$ cat config.mk
export PLATFORM = sky130hd
export DESIGN_NAME = speed_cmd_clamp_direction
export DESIGN_NICKNAME = d
export VERILOG_FILES = /design/src/speed_clamp_pkg.sv /design/src/input_sync.sv /design/src/speed_ramp.sv /design/src/speed_cmd_clamp_direction.sv
export SDC_FILE = /design/constraint.sdc
export NUM_CORES = 1
export LEC_CHECK = 0
export BUFFER_PORTS_ARGS = -buffer_cell sky130_fd_sc_hd__buf_2
export CAP_MARGIN = 20
export CORE_ASPECT_RATIO = 0.7
export CORE_MARGIN = 1.5
export CORE_UTILIZATION = 61
export DETAILED_ROUTE_END_ITERATION = 6
export PLACE_DENSITY = 0.82
export SETUP_SLACK_MARGIN = 0.3
export SLEW_MARGIN = 0
export SYNTH_ARGS = -nofsm -noshare
export SYNTH_HDL_FRONTEND = slang
export SYNTH_SLANG_ARGS = --single-unit
$ cat constraint.sdc
create_clock -name sys_clk -period 10 [get_ports sys_clk]
set_input_delay 1.5 -clock sys_clk [delete_from_list [all_inputs] [get_ports sys_clk]]
set_output_delay 1.5 -clock sys_clk [all_outputs]
set_load 0.02 [all_outputs]
$ cat src/speed_clamp_pkg.sv
// Constants, field layouts and types for the speed command conditioner.
// Assumes one 25 MHz clock and a register map reached over APB.
package speed_clamp_pkg;

   // ****************************************************************
   // Register map
   // ****************************************************************
   localparam logic [7:0] ADDR_FUNC = 8'h00;
   localparam logic [7:0] ADDR_THRESH = 8'h04;
   localparam logic [7:0] ADDR_POLARITY = 8'h08;
   localparam logic [7:0] ADDR_ACCEL = 8'h0c;
   localparam logic [7:0] ADDR_COMM_CMD = 8'h10;
   localparam logic [7:0] ADDR_STATUS = 8'h14;
   localparam logic [7:0] ADDR_HOLD_POS = 8'h18;

   // ****************************************************************
   // Pin function codes, one byte per input pin
   // ****************************************************************
   localparam int NUM_PINS = 4;
   localparam logic [7:0] FN_NONE = 8'h00;
   localparam logic [7:0] FN_RUN_CLOSED = 8'h01;
   localparam logic [7:0] FN_RUN_OPEN = 8'h02;
   localparam logic [7:0] FN_HOLD_CLOSED = 8'h15;
   localparam logic [7:0] FN_HOLD_OPEN = 8'h16;
   localparam logic [7:0] FN_REV_CLOSED = 8'h19;
   localparam logic [7:0] FN_REV_OPEN = 8'h24;

   // ****************************************************************
   // Field positions and reset values
   // ****************************************************************
   localparam logic [8:0] PANEL_PER_RPS = 9'h0f0;
   localparam logic [8:0] THRESH_MAX = 9'h1e0;
   localparam logic [8:0] THRESH_RESET = 9'h078;
   localparam logic [15:0] ACCEL_RESET = 16'h0018;
   localparam int COMM_SEL_BIT = 16;
   localparam int ST_HOLD_BIT = 0;
   localparam int ST_RUN_BIT = 1;
   localparam int ST_CCW_BIT = 2;
   localparam int ST_PINS_LSB = 4;

   // ****************************************************************
   // Position loop and timing
   // ****************************************************************
   localparam int HOLD_GAIN_SHIFT = 2;
   localparam logic signed [15:0] HOLD_LIMIT = 16'sh0f00;
   localparam int CLK_MHZ = 25;
   localparam int RAMP_TICK_US = 1000;
   localparam int RAMP_TICK_CYC = RAMP_TICK_US * CLK_MHZ;

   // ****************************************************************
   // Types
   // ****************************************************************
   typedef struct packed {
      logic hold_set;
      logic hold_on;
      logic rev_set;
      logic rev_on;
      logic run_set;
      logic run_on;
   } func_state_t;

   typedef enum logic [1:0] {DRV_STOP, DRV_RUN, DRV_HOLD} drive_state_t;

endpackage : speed_clamp_pkg

$ cat src/input_sync.sv
// Two-stage synchroniser for the digital input pins.
// Assumes pins are asynchronous to sys_clk.
module input_sync (
   input wire logic sys_clk,
   input wire logic rst,
   input wire logic [speed_clamp_pkg::NUM_PINS-1:0] pin_in,
   output logic [speed_clamp_pkg::NUM_PINS-1:0] pin_sync
);

   logic [speed_clamp_pkg::NUM_PINS-1:0] meta_reg;

   // One synchroniser pair per pin
   genvar i;
   generate
      for (i = 0; i < speed_clamp_pkg::NUM_PINS; i++) begin : g_sync
         always_ff @(posedge sys_clk) begin
            if (rst) begin
               meta_reg[i] <= 1'b0;
               pin_sync[i] <= 1'b0;
            end else begin
               meta_reg[i] <= pin_in[i];
               pin_sync[i] <= meta_reg[i];
            end
         end
      end
   endgenerate

endmodule : input_sync

$ cat src/speed_ramp.sv
// Acceleration limiter: steps toward the target once per tick.
// Assumes tick is a one-cycle pulse from the same clock.
module speed_ramp (
   input wire logic sys_clk,
   input wire logic rst,
   input wire logic load_zero,
   input wire logic tick,
   input wire logic signed [15:0] target,
   input wire logic [15:0] rate,
   output logic signed [15:0] current
);

   logic signed [16:0] diff;
   logic signed [16:0] step;

   // Distance still to cover
   always_comb begin
      diff = 17'(target) - 17'(current);
      step = $signed({1'b0, rate});
   end

   // Move by one rate step, or land on the target
   always_ff @(posedge sys_clk) begin
      if (rst || load_zero) begin
         current <= 16'sh0000;
      end else if (tick) begin
         if (diff > step) begin
            current <= 16'(17'(current) + step);
         end else if (diff < -step) begin
            current <= 16'(17'(current) - step);
         end else begin
            current <= target;
         end
      end
   end

endmodule : speed_ramp

$ cat src/speed_cmd_clamp_direction.sv
// Speed command conditioner: zero-speed hold, start/stop, direction.
// Assumes APB on sys_clk, command and shaft position from sys_clk logic.
module speed_cmd_clamp_direction #(
   parameter int RAMP_TICK_CYC = speed_clamp_pkg::RAMP_TICK_CYC
) (
   input wire logic sys_clk,
   input wire logic rst,
   input wire logic [7:0] paddr,
   input wire logic psel,
   input wire logic penable,
   input wire logic pwrite,
   input wire logic [31:0] pwdata,
   output logic [31:0] prdata,
   output logic pready,
   output logic pslverr,
   input wire logic [speed_clamp_pkg::NUM_PINS-1:0] din_pins,
   input wire logic signed [15:0] analog_cmd,
   input wire logic signed [31:0] shaft_pos,
   output logic signed [15:0] speed_out,
   output logic dir_ccw,
   output logic motor_run,
   output logic hold_engaged
);

   // ****************************************************************
   // Declarations
   // ****************************************************************
   logic [31:0] func_reg;
   logic [8:0] thresh_reg;
   logic pol_reg;
   logic [15:0] accel_reg;
   logic [16:0] comm_reg;
   logic signed [31:0] hold_pos_reg;
   logic [31:0] tick_reg;
   logic [31:0] prdata_reg;
   logic signed [15:0] speed_reg;
   logic dir_reg;
   logic run_reg;
   speed_clamp_pkg::drive_state_t state_reg;
   speed_clamp_pkg::drive_state_t state_next;
   speed_clamp_pkg::func_state_t fs;
   logic [speed_clamp_pkg::NUM_PINS-1:0] pins;
   logic signed [15:0] cmd_sel;
   logic [15:0] cmd_mag;
   logic [15:0] mag_lim;
   logic at_standstill;
   logic hold_request;
   logic run_allowed;
   logic dir_next;
   logic signed [15:0] target_speed;
   logic signed [15:0] ramp_speed;
   logic signed [15:0] corr_speed;
   logic signed [15:0] speed_next;
   logic signed [35:0] pos_err;
   logic ramp_tick;
   logic wr_en;
   logic setup;

   // ****************************************************************
   // Functions
   // ****************************************************************
   // Returns {assigned, active} for one pair of function codes
   function automatic logic [1:0] find_fn(
      input logic [31:0] func,
      input logic [speed_clamp_pkg::NUM_PINS-1:0] lvl,
      input logic [7:0] code_closed,
      input logic [7:0] code_open
   );
      logic set;
      logic on;
      set = 1'b0;
      on = 1'b0;
      for (int p = 0; p < speed_clamp_pkg::NUM_PINS; p++) begin
         if (func[p*8 +: 8] == code_closed) begin
            set = 1'b1;
            on = on | lvl[p];
         end else if (func[p*8 +: 8] == code_open) begin
            set = 1'b1;
            on = on | ~lvl[p];
         end
      end
      return {set, on};
   endfunction : find_fn

   // True for any mapped register offset
   function automatic logic addr_ok(input logic [7:0] a);
      case (a)
         speed_clamp_pkg::ADDR_FUNC,
         speed_clamp_pkg::ADDR_THRESH,
         speed_clamp_pkg::ADDR_POLARITY,
         speed_clamp_pkg::ADDR_ACCEL,
         speed_clamp_pkg::ADDR_COMM_CMD,
         speed_clamp_pkg::ADDR_STATUS,
         speed_clamp_pkg::ADDR_HOLD_POS: addr_ok = 1'b1;
         default: addr_ok = 1'b0;
      endcase
   endfunction : addr_ok

   // ****************************************************************
   // Pin synchronisers and function decode
   // ****************************************************************
   input_sync u_sync (
      .sys_clk(sys_clk),
      .rst(rst),
      .pin_in(din_pins),
      .pin_sync(pins)
   );

   // Unassigned functions decode as not set and never active
   always_comb begin
      {fs.hold_set, fs.hold_on} = find_fn(func_reg, pins,
         speed_clamp_pkg::FN_HOLD_CLOSED, speed_clamp_pkg::FN_HOLD_OPEN);
      {fs.rev_set, fs.rev_on} = find_fn(func_reg, pins,
         speed_clamp_pkg::FN_REV_CLOSED, speed_clamp_pkg::FN_REV_OPEN);
      {fs.run_set, fs.run_on} = find_fn(func_reg, pins,
         speed_clamp_pkg::FN_RUN_CLOSED, speed_clamp_pkg::FN_RUN_OPEN);
   end

   // ****************************************************************
   // Command conditioning
   // ****************************************************************
   // Source select, magnitude and standstill compare
   always_comb begin
      cmd_sel = comm_reg[speed_clamp_pkg::COMM_SEL_BIT] ?
         $signed(comm_reg[15:0]) : analog_cmd;
      cmd_mag = cmd_sel[15] ? 16'(16'h0000 - cmd_sel) : cmd_sel;
      mag_lim = cmd_mag[15] ? 16'h7fff : cmd_mag;
      at_standstill = cmd_mag <= {7'h00, thresh_reg};
      hold_request = fs.hold_set & fs.hold_on & at_standstill;
      run_allowed = ~fs.run_set | fs.run_on;
   end

   // Direction from reverse input or command sign, then polarity
   always_comb begin
      if (fs.rev_set) begin
         dir_next = fs.rev_on ^ pol_reg;
      end else begin
         dir_next = cmd_sel[15] ^ pol_reg;
      end
   end

   // Signed target, positive meaning clockwise
   always_comb begin
      if (!run_allowed || cmd_mag == 16'h0000) begin
         target_speed = 16'sh0000;
      end else if (dir_next) begin
         target_speed = -$signed(mag_lim);
      end else begin
         target_speed = $signed(mag_lim);
      end
   end

   // ****************************************************************
   // Drive state machine
   // ****************************************************************
   always_comb begin
      state_next = state_reg;
      case (state_reg)
         speed_clamp_pkg::DRV_STOP: begin
            if (hold_request) begin
               state_next = speed_clamp_pkg::DRV_HOLD;
            end else if (target_speed != 16'sh0000) begin
               state_next = speed_clamp_pkg::DRV_RUN;
            end
         end
         speed_clamp_pkg::DRV_RUN: begin
            if (hold_request) begin
               state_next = speed_clamp_pkg::DRV_HOLD;
            end else if (target_speed == 16'sh0000 && ramp_speed == 16'sh0000) begin
               state_next = speed_clamp_pkg::DRV_STOP;
            end
         end
         speed_clamp_pkg::DRV_HOLD: begin
            if (!hold_request) begin
               state_next = speed_clamp_pkg::DRV_RUN;
            end
         end
         default: state_next = speed_clamp_pkg::DRV_STOP;
      endcase
   end

   // State register
   always_ff @(posedge sys_clk) begin
      if (rst) begin
         state_reg <= speed_clamp_pkg::DRV_STOP;
      end else begin
         state_reg <= state_next;
      end
   end

   // Shaft position captured on entry to hold
   always_ff @(posedge sys_clk) begin
      if (rst) begin
         hold_pos_reg <= 32'sh00000000;
      end else if (state_reg != speed_clamp_pkg::DRV_HOLD &&
                   state_next == speed_clamp_pkg::DRV_HOLD) begin
         hold_pos_reg <= shaft_pos;
      end
   end

   // ****************************************************************
   // Ramp and position loop
   // ****************************************************************
   // Ramp tick divider
   always_ff @(posedge sys_clk) begin
      if (rst || ramp_tick) begin
         tick_reg <= 32'h00000000;
      end else begin
         tick_reg <= tick_reg + 32'h00000001;
      end
   end
   assign ramp_tick = tick_reg >= 32'(RAMP_TICK_CYC - 1);

   // Ramp restarts from zero after hold or a stop input
   speed_ramp u_ramp (
      .sys_clk(sys_clk),
      .rst(rst),
      .load_zero(state_reg == speed_clamp_pkg::DRV_HOLD || !run_allowed),
      .tick(ramp_tick),
      .target(target_speed),
      .rate(accel_reg),
      .current(ramp_speed)
   );

   // Proportional correction toward the captured position
   always_comb begin
      pos_err = (36'(hold_pos_reg) - 36'(shaft_pos)) <<< speed_clamp_pkg::HOLD_GAIN_SHIFT;
      if (pos_err > 36'(speed_clamp_pkg::HOLD_LIMIT)) begin
         corr_speed = speed_clamp_pkg::HOLD_LIMIT;
      end else if (pos_err < -36'(speed_clamp_pkg::HOLD_LIMIT)) begin
         corr_speed = -speed_clamp_pkg::HOLD_LIMIT;
      end else begin
         corr_speed = 16'(pos_err);
      end
   end

   // Speed selection
   always_comb begin
      if (state_reg == speed_clamp_pkg::DRV_HOLD) begin
         speed_next = corr_speed;
      end else if (!run_allowed) begin
         speed_next = 16'sh0000;
      end else begin
         speed_next = ramp_speed;
      end
   end

   // Output registers
   always_ff @(posedge sys_clk) begin
      if (rst) begin
         speed_reg <= 16'sh0000;
         dir_reg <= 1'b0;
         run_reg <= 1'b0;
      end else begin
         speed_reg <= speed_next;
         dir_reg <= (state_reg == speed_clamp_pkg::DRV_HOLD) ? corr_speed[15] : dir_next;
         run_reg <= speed_next != 16'sh0000;
      end
   end

   assign speed_out = speed_reg;
   assign dir_ccw = dir_reg;
   assign motor_run = run_reg;
   assign hold_engaged = state_reg == speed_clamp_pkg::DRV_HOLD;

   // ****************************************************************
   // APB slave
   // ****************************************************************
   assign setup = psel & ~penable;
   assign wr_en = psel & penable & pwrite & addr_ok(paddr);
   assign pready = psel & penable;
   assign pslverr = psel & penable & ~addr_ok(paddr);
   assign prdata = prdata_reg;

   // Writable registers
   always_ff @(posedge sys_clk) begin
      if (rst) begin
         func_reg <= 32'h00000000;
         thresh_reg <= speed_clamp_pkg::THRESH_RESET;
         pol_reg <= 1'b0;
         accel_reg <= speed_clamp_pkg::ACCEL_RESET;
         comm_reg <= 17'h00000;
      end else if (wr_en) begin
         case (paddr)
            speed_clamp_pkg::ADDR_FUNC: func_reg <= pwdata;
            speed_clamp_pkg::ADDR_THRESH: thresh_reg <= (pwdata[31:9] != 23'h000000 ||
               pwdata[8:0] > speed_clamp_pkg::THRESH_MAX) ? speed_clamp_pkg::THRESH_MAX : pwdata[8:0];
            speed_clamp_pkg::ADDR_POLARITY: pol_reg <= pwdata[0];
            speed_clamp_pkg::ADDR_ACCEL: accel_reg <= pwdata[15:0];
            speed_clamp_pkg::ADDR_COMM_CMD: comm_reg <= pwdata[16:0];
            default: ;
         endcase
      end
   end

   // Read data latched in the setup cycle
   always_ff @(posedge sys_clk) begin
      if (rst) begin
         prdata_reg <= 32'h00000000;
      end else if (setup) begin
         case (paddr)
            speed_clamp_pkg::ADDR_FUNC: prdata_reg <= func_reg;
            speed_clamp_pkg::ADDR_THRESH: prdata_reg <= {23'h000000, thresh_reg};
            speed_clamp_pkg::ADDR_POLARITY: prdata_reg <= {31'h00000000, pol_reg};
            speed_clamp_pkg::ADDR_ACCEL: prdata_reg <= {16'h0000, accel_reg};
            speed_clamp_pkg::ADDR_COMM_CMD: prdata_reg <= {15'h0000, comm_reg};
            speed_clamp_pkg::ADDR_STATUS: prdata_reg <= {24'h000000, pins, 1'b0,
               dir_reg, run_reg, hold_engaged};
            speed_clamp_pkg::ADDR_HOLD_POS: prdata_reg <= hold_pos_reg;
            default: prdata_reg <= 32'h00000000;
         endcase
      end
   end
endmodule : speed_cmd_clamp_direction

; ---- Yosys cells after proc, flatten, opt, wreduce, memory -nomap -nowiden
; Index checks and enable logic that the tools add are counted.
[classes]
addsub = 8
n_lt_le_gt_ge = 7
n_eq_ne = 34
muxes = 70
n_bitwise = 35
reduce_logical = 22
[ops]
columns = op, n
row1 = one-hot mux 32 bit (7 select lines), 1
row2 = 2-to-1 mux 16 bit, 10
row3 = == test 8 x 5 -> 1 bit (second input constant), 15
row4 = 2-to-1 mux 1 bit, 51
row5 = logical NOT 16 bit, 3
row6 = > comparator 35 x 13 -> 1 bit (second input constant), 1
row7 = less-than comparator 35 x 13 -> 1 bit (second input constant), 1
row8 = subtractor 32 x 32 -> 33 bit, 1
row9 = adder 32 x 1 -> 32 bit (second input constant), 1
row10 = == test 8 x 1 -> 1 bit (second input constant), 4
row11 = == test 8 x 2 -> 1 bit (second input constant), 4
row12 = == test 8 x 6 -> 1 bit (second input constant), 4
row13 = greater-or-equal comparator 32 x 15 -> 1 bit (second input constant), 1
row14 = nonzero test 16 bit, 2
row15 = nonzero test 23 bit, 1
row16 = OR 1 bit, 19
row17 = > comparator 17 bit, 1
row18 = less-than comparator 17 bit, 1
row19 = negation 16 -> 17 bit, 1
row20 = subtractor 16 x 16 -> 17 bit, 1
row21 = adder 16 bit, 1
row22 = == test 8 x 4 -> 1 bit (second input constant), 2
row23 = <= comparator 16 x 9 -> 1 bit, 1
row24 = negation 15 -> 16 bit, 1
row25 = other kinds (21), 48
[word_totals]
register_bits = 215
input_bits = 97

; ---- Logic depth before layout (Yosys ltp)
[logic_depth]
word_depth = 23
ltp_mapped = 38
ltp_nobuf = 32

; ---- Hierarchy
; From an unflattened synthesis, not the netlist that was laid out.
[unflattened]
hier_cells = 2052
area_unflattened_um2 = 15946.5
[by_module_without_submodules]
columns = module, instances, cells_per_inst, area_each_um2, seq_area_each_um2
row1 = speed_cmd_clamp_direction, 1, 1491, 11597.4, 3823.7
row2 = speed_ramp, 1, 545, 4139.0, 320.3
row3 = input_sync, 1, 16, 210.2, 160.2

; ---- Least setup slack after synthesis
; Ideal clock, no wire load.
[synth_timing]
path_type = input port to flip-flop
from = input port analog_cmd[0]
to = register u_ramp.current[10]
setup_ns = 0.116
t_arrival_ns = 8.215
t_required_ns = 9.884
slack_ns = 1.670
path_stages = 28
n_path_buf = 1
cell_sequence = or4_1 > a222oi_1 > nand2_2 > nor4_2 > nor2_1 > ha_1 > nor2_1 > a211oi_1 > ha_1 > nor2b_1 > o21ai_0 > a21boi_0 > o21ai_0 > a21boi_0 > o21ai_0 > a21boi_0 > o21ai_0 > nor2b_1 > xnor2_1 > ha_1 > o41a_1 > maj3_1 > a41oi_1 > mux2_2 > clkbuf_1 > mux2_2 > a21oi_1 > nor2_1
[synth_between]
elab_chain_cells = 11
word_cells_on_any_way = 14
[synth_rtl]
columns = element, line
row1 = from (decl), speed_cmd_clamp_direction.sv:17  ; input wire logic signed [15:0] analog_cmd,
row2 = 2-to-1 mux 16 bit *, speed_cmd_clamp_direction.sv:124  ; cmd_sel = comm_reg[speed_clamp_pkg::COMM_SEL_BIT] ?
row3 = subtractor 1 x 16 -> 16 bit, speed_cmd_clamp_direction.sv:126  ; cmd_mag = cmd_sel[15] ? 16'(16'h0000 - cmd_sel) : cmd_sel;
row4 = 2-to-1 mux 16 bit *, speed_cmd_clamp_direction.sv:126
row5 = 2-to-1 mux 15 bit, speed_cmd_clamp_direction.sv:127  ; mag_lim = cmd_mag[15] ? 16'h7fff : cmd_mag;
row6 = negation 15 -> 16 bit, speed_cmd_clamp_direction.sv:147  ; target_speed = -$signed(mag_lim);
row7 = 2-to-1 mux 16 bit, speed_cmd_clamp_direction.sv:146  ; end else if (dir_next) begin
row8 = 2-to-1 mux 16 bit *, speed_cmd_clamp_direction.sv:144  ; if (!run_allowed || cmd_mag == 16'h0000) begin
row9 = subtractor 16 x 16 -> 17 bit, speed_ramp.sv:18  ; diff = 17'(target) - 17'(current);
row10 = less-than comparator 17 bit, speed_ramp.sv:29  ; end else if (diff < -step) begin
row11 = 2-to-1 mux 16 bit, speed_ramp.sv:29
row12 = 2-to-1 mux 16 bit *, speed_ramp.sv:27  ; if (diff > step) begin
row13 = to (signal assigned), speed_ramp.sv:28  ; current <= 16'(17'(current) + step);
row14 = to (signal assigned), speed_ramp.sv:30  ; current <= 16'(17'(current) - step);
row15 = to (signal assigned), speed_ramp.sv:32  ; current <= target;
row16 = to (decl), speed_ramp.sv:10  ; output logic signed [15:0] current
; Mark *: on every way between the ends. The rest lies on a longest branch, timed or not.
; A chain may end at the register's enable or synchronous reset.

; ---- Worst setup path in the final report
[layout_timing]
from = input port analog_cmd[0]
to = register u_ramp.current[0]
; Same word-level chain as after synthesis.

==> flow_metrics.py <==
metrics = {
    "sta": {
        "fin_skew_ps": 42.93,
        "setup_violations": 0,
        "final_hold_viol_count": 0,
        "worst_slack_ps": 955.7,
        "rsz0062_at_grt": "false",
        "finalMaxSlewViolations": 0,
        "whs_ps": 442.6,
        "finalCritPeriodShare_pct": 90.44,
        "worst_pin_slew_ps": 1206,
        "layout_min_cycle_time_ps": 9044,
        "fmax_mhz": 110.6,
        "slew_headroom_pct": 18.88,
        "tns_ps": 0,
    },
    "job": {
        "drv_cap": 0,
    },
    "cts": {
        "cts.clk_slew.worst_paths_ps": 70,
        "clock_sinks": 215,
        "clockBufferDepth": 3,
        "h-tree-depth": 1,
        "cts_setup_buffers": 0,
        "cts_buffers": 22,
        "cts_root_buf": "clkbuf_16",
        "ctsResizeCount": 0,
        "clk-insertion-delay-late_ps": 560,
        "cts_tree": "built",
        "hold_buffers": 0,
    },
    "synthesis": {
        "yosys.area.top_type": "dfxtp_1",
        "yosys-top-cells-area": "dfxtp_1 27%, ha_1 9.2%, a21oi_1 6.2%",
        "synth_xor_area_share_pct": 4.390,
        "synth_compound_area_share_pct": 25.25,
        "async_flop_share_pct": 0,
        "synth_edf_count": 0,
        "synth_fa_ha_area_share_pct": 9.770,
        "syn_inst": 2152,
        "ys_ff_latch": 215,
        "yosysSeqAreaShare_pct": 26.63,
        "synthMuxAreaShare_pct": 2.106,
        "ys.flop_type": "dfxtp_1",
        "yosys.area_share.simple_pct": 26.01,
        "synth_top_area_share_pct": 26.63,
        "avgSynthCellArea_um2": 7.510,
        "yosys_warnings": 0,
        "synth_top_family_by_area": "simple AND/OR/NAND/NOR gates",
        "yosysUniqueCellTypes": 83,
        "synthesis.area_mm2": 0.01616,
    },
    "worst_setup_path": {
        "path_max_fanout": 27,
        "worst-path-buf-inv": 2,
        "r2r_slack_ps": 1170,
        "cp_common_cell": "o21ai_0",
        "critical_path_class": "input port to register",
        "critical_path_required_ps": 10440,
        "cpLargestDelayFamily": "compound AO/OA/AOI/OAI gates",
        "cp-end-kind": "register",
        "startpoint_type": "input port",
        "reg2reg_from": "comm_reg[16]",
        "worst_path_max_delay_cell": "a222oi_1",
        "max_stage_delay_ps": 630,
        "r2r_cells": 30,
        "reg2reg_to": "u_ramp.current[0]",
        "crit_arrival_ps": 9490,
    },
    "drt": {
        "routed_wl_mm": 56.08,
        "via_per_inst": 6.666,
        "drc_errors": 0,
        "via_count": 17430,
        "drtIter0Drc": 2385,
        "final_antenna_net_count": 0,
        "wl_per_cell_um": 21.44,
        "drt_pass1_iterations": 5,
    },
    "cells_and_area": {
        "nNetsFinal": 2463,
        "final_cells": 2615,
        "antenna_cells": 0,
        "drive_gt1_share_pct": 10.72,
        "area_growth_syn_to_layout_pct": 11.19,
    },
    "outcome": {
        "status": "finished clean",
    },
    "hold_path": {
        "min_to": "u_sync.pin_sync[2]",
        "hold_path.class": "register to register",
        "hold_depth": 1,
        "hold_start": "u_sync.meta_reg[2]",
    },
    "floorplan": {
        "rows": 49,
        "die-area_mm2": 0.02750,
        "initial_core_util_pct": 62.47,
        "core_area_mm2": 0.02587,
        "die_h_um": 139.2,
        "die_w_um": 197.6,
        "io_pins": 150,
    },
    "global_route": {
        "first_global_vias": 15280,
        "grt-ovfl-total": 0,
        "grt_antenna_before_repair": 0,
        "use_met3_pct": 12.69,
        "grt_use_met2_pct": 53.58,
        "grt_max_degree": 122,
        "use_met1_pct": 60.63,
        "grt_pass1_wl_mm": 86.24,
        "grt_util_all_layers_pct": 39.64,
        "top_usage_layer": "met1",
    },
    "pwr": {
        "power_density_mw_per_mm2": 179.0,
        "leakage_nw": 7.264,
        "vdd_drop_max_mv": 0.1569,
    },
    "place": {
        "dp_cells": 2572,
        "io_buffers": 149,
        "dp_hpwl_mm": 43.39,
        "pre_cts_ws_ps": 660.8,
        "place_congestion": 1.038,
    },
}
-- metal layers --
| layer | up-vias | part of all wire, % |
|---|---|---|
| li1 | 8077 | - |
| met1 | 8104 | 44 |
| met2 | 1138 | 39 |
| met3 | 112 | 15 |
| met4 | 0 | 1.9 |
| met5 | - | 0 |
-- cell usage after synthesis (all sizes together), types with 17 or more instances --
| master | n |
|---|---|
| nand2b | 22 |
| inv | 124 |
| xor2 | 34 |
| xnor2 | 47 |
| a21o | 22 |
| clkbuf | 111 |
| nand4 | 56 |
| a221oi | 27 |
| nand2 | 248 |
| or3 | 25 |
| nor2b | 29 |
| o31ai | 56 |
| mux2i | 25 |
| a211oi | 22 |
| dfxtp | 215 |
| a21oi | 199 |
| o21ai | 91 |
| and3 | 22 |
| o21a | 21 |
| a31oi | 17 |
| nand3 | 50 |
| nor3 | 76 |
| nor2 | 172 |
| nor4 | 36 |
| a22oi | 34 |
| ha | 119 |
-- layout by cell type, fill, tap and decap left out, types with 56 or more instances in the layout --
cell     instances
a21oi_1        199
inv_1          124
o31ai_1         56
nor3_1          75
buf_2          148
nand2_1        247
dfxtp_1        215
o21ai_0         85
ha_1           119
nor2_1         172
nand4_1         56
-- through the flow --
step | cell area, µm² | power [W] | util (%)
after detailed placement | 17100 | 0.002283 | 66.10
after floorplan | 16220 | 0.001934 | -
after global placement | 17100 | 0.002257 | 66.10
after global routing | 17970 | 0.003397 | 69.46
after CTS | 17880 | 0.003171 | 69.11
final | 17970 | 0.003217 | 69.46
-- worst max path at each step --
stage	start	to	cells after the start
5_1_grt	analog_cmd[0]	u_ramp.current[0]	30
3_5_place_dp	analog_cmd[0]	u_ramp.current[0]	29
3_3_place_gp	analog_cmd[0]	u_ramp.current[0]	29
4_1_cts	analog_cmd[0]	u_ramp.current[0]	29
6_report	analog_cmd[0]	u_ramp.current[0]	29
2_1_floorplan	analog_cmd[0]	u_ramp.current[10]	28
-- logic make-up (layout without fill, tap and decap cells) --
family / Yosys count / count (layout)
buffers and inverters: 245 / 335
AO/OA/AOI/OAI: 615 / 615
XOR/XNOR: 81 / 81
flip-flops: 215 / 215
other: 1 / 17
adder cells (fa/ha/maj): 124 / 124
AND/OR/NAND/NOR: 838 / 838
multiplexers: 33 / 33
-- report_power, final --
part           internal, W  total (W)  leakage, nW  switching [W]
combinational     0.000538    0.00134         5.13       0.000805
sequential        0.000908   0.000982         1.75      0.0000736
clock             0.000511   0.000891        0.378       0.000380
-- area by class of cell --
| class | instances | area, µm² |
|---|---|---|
| multi-input combinational | 1708 | 11000 |
| tap | 357 | 446.7 |
| sequential | 215 | 4304 |
| inverter | 125 | 469.2 |
| clock inverter | 13 | 183.9 |
| fill | 2190 | 7901 |
| timing repair buffer | 171 | 973.4 |
| clock buffer | 26 | 595.6 |
No activity file was read; power rests on OpenSTA's default activity.
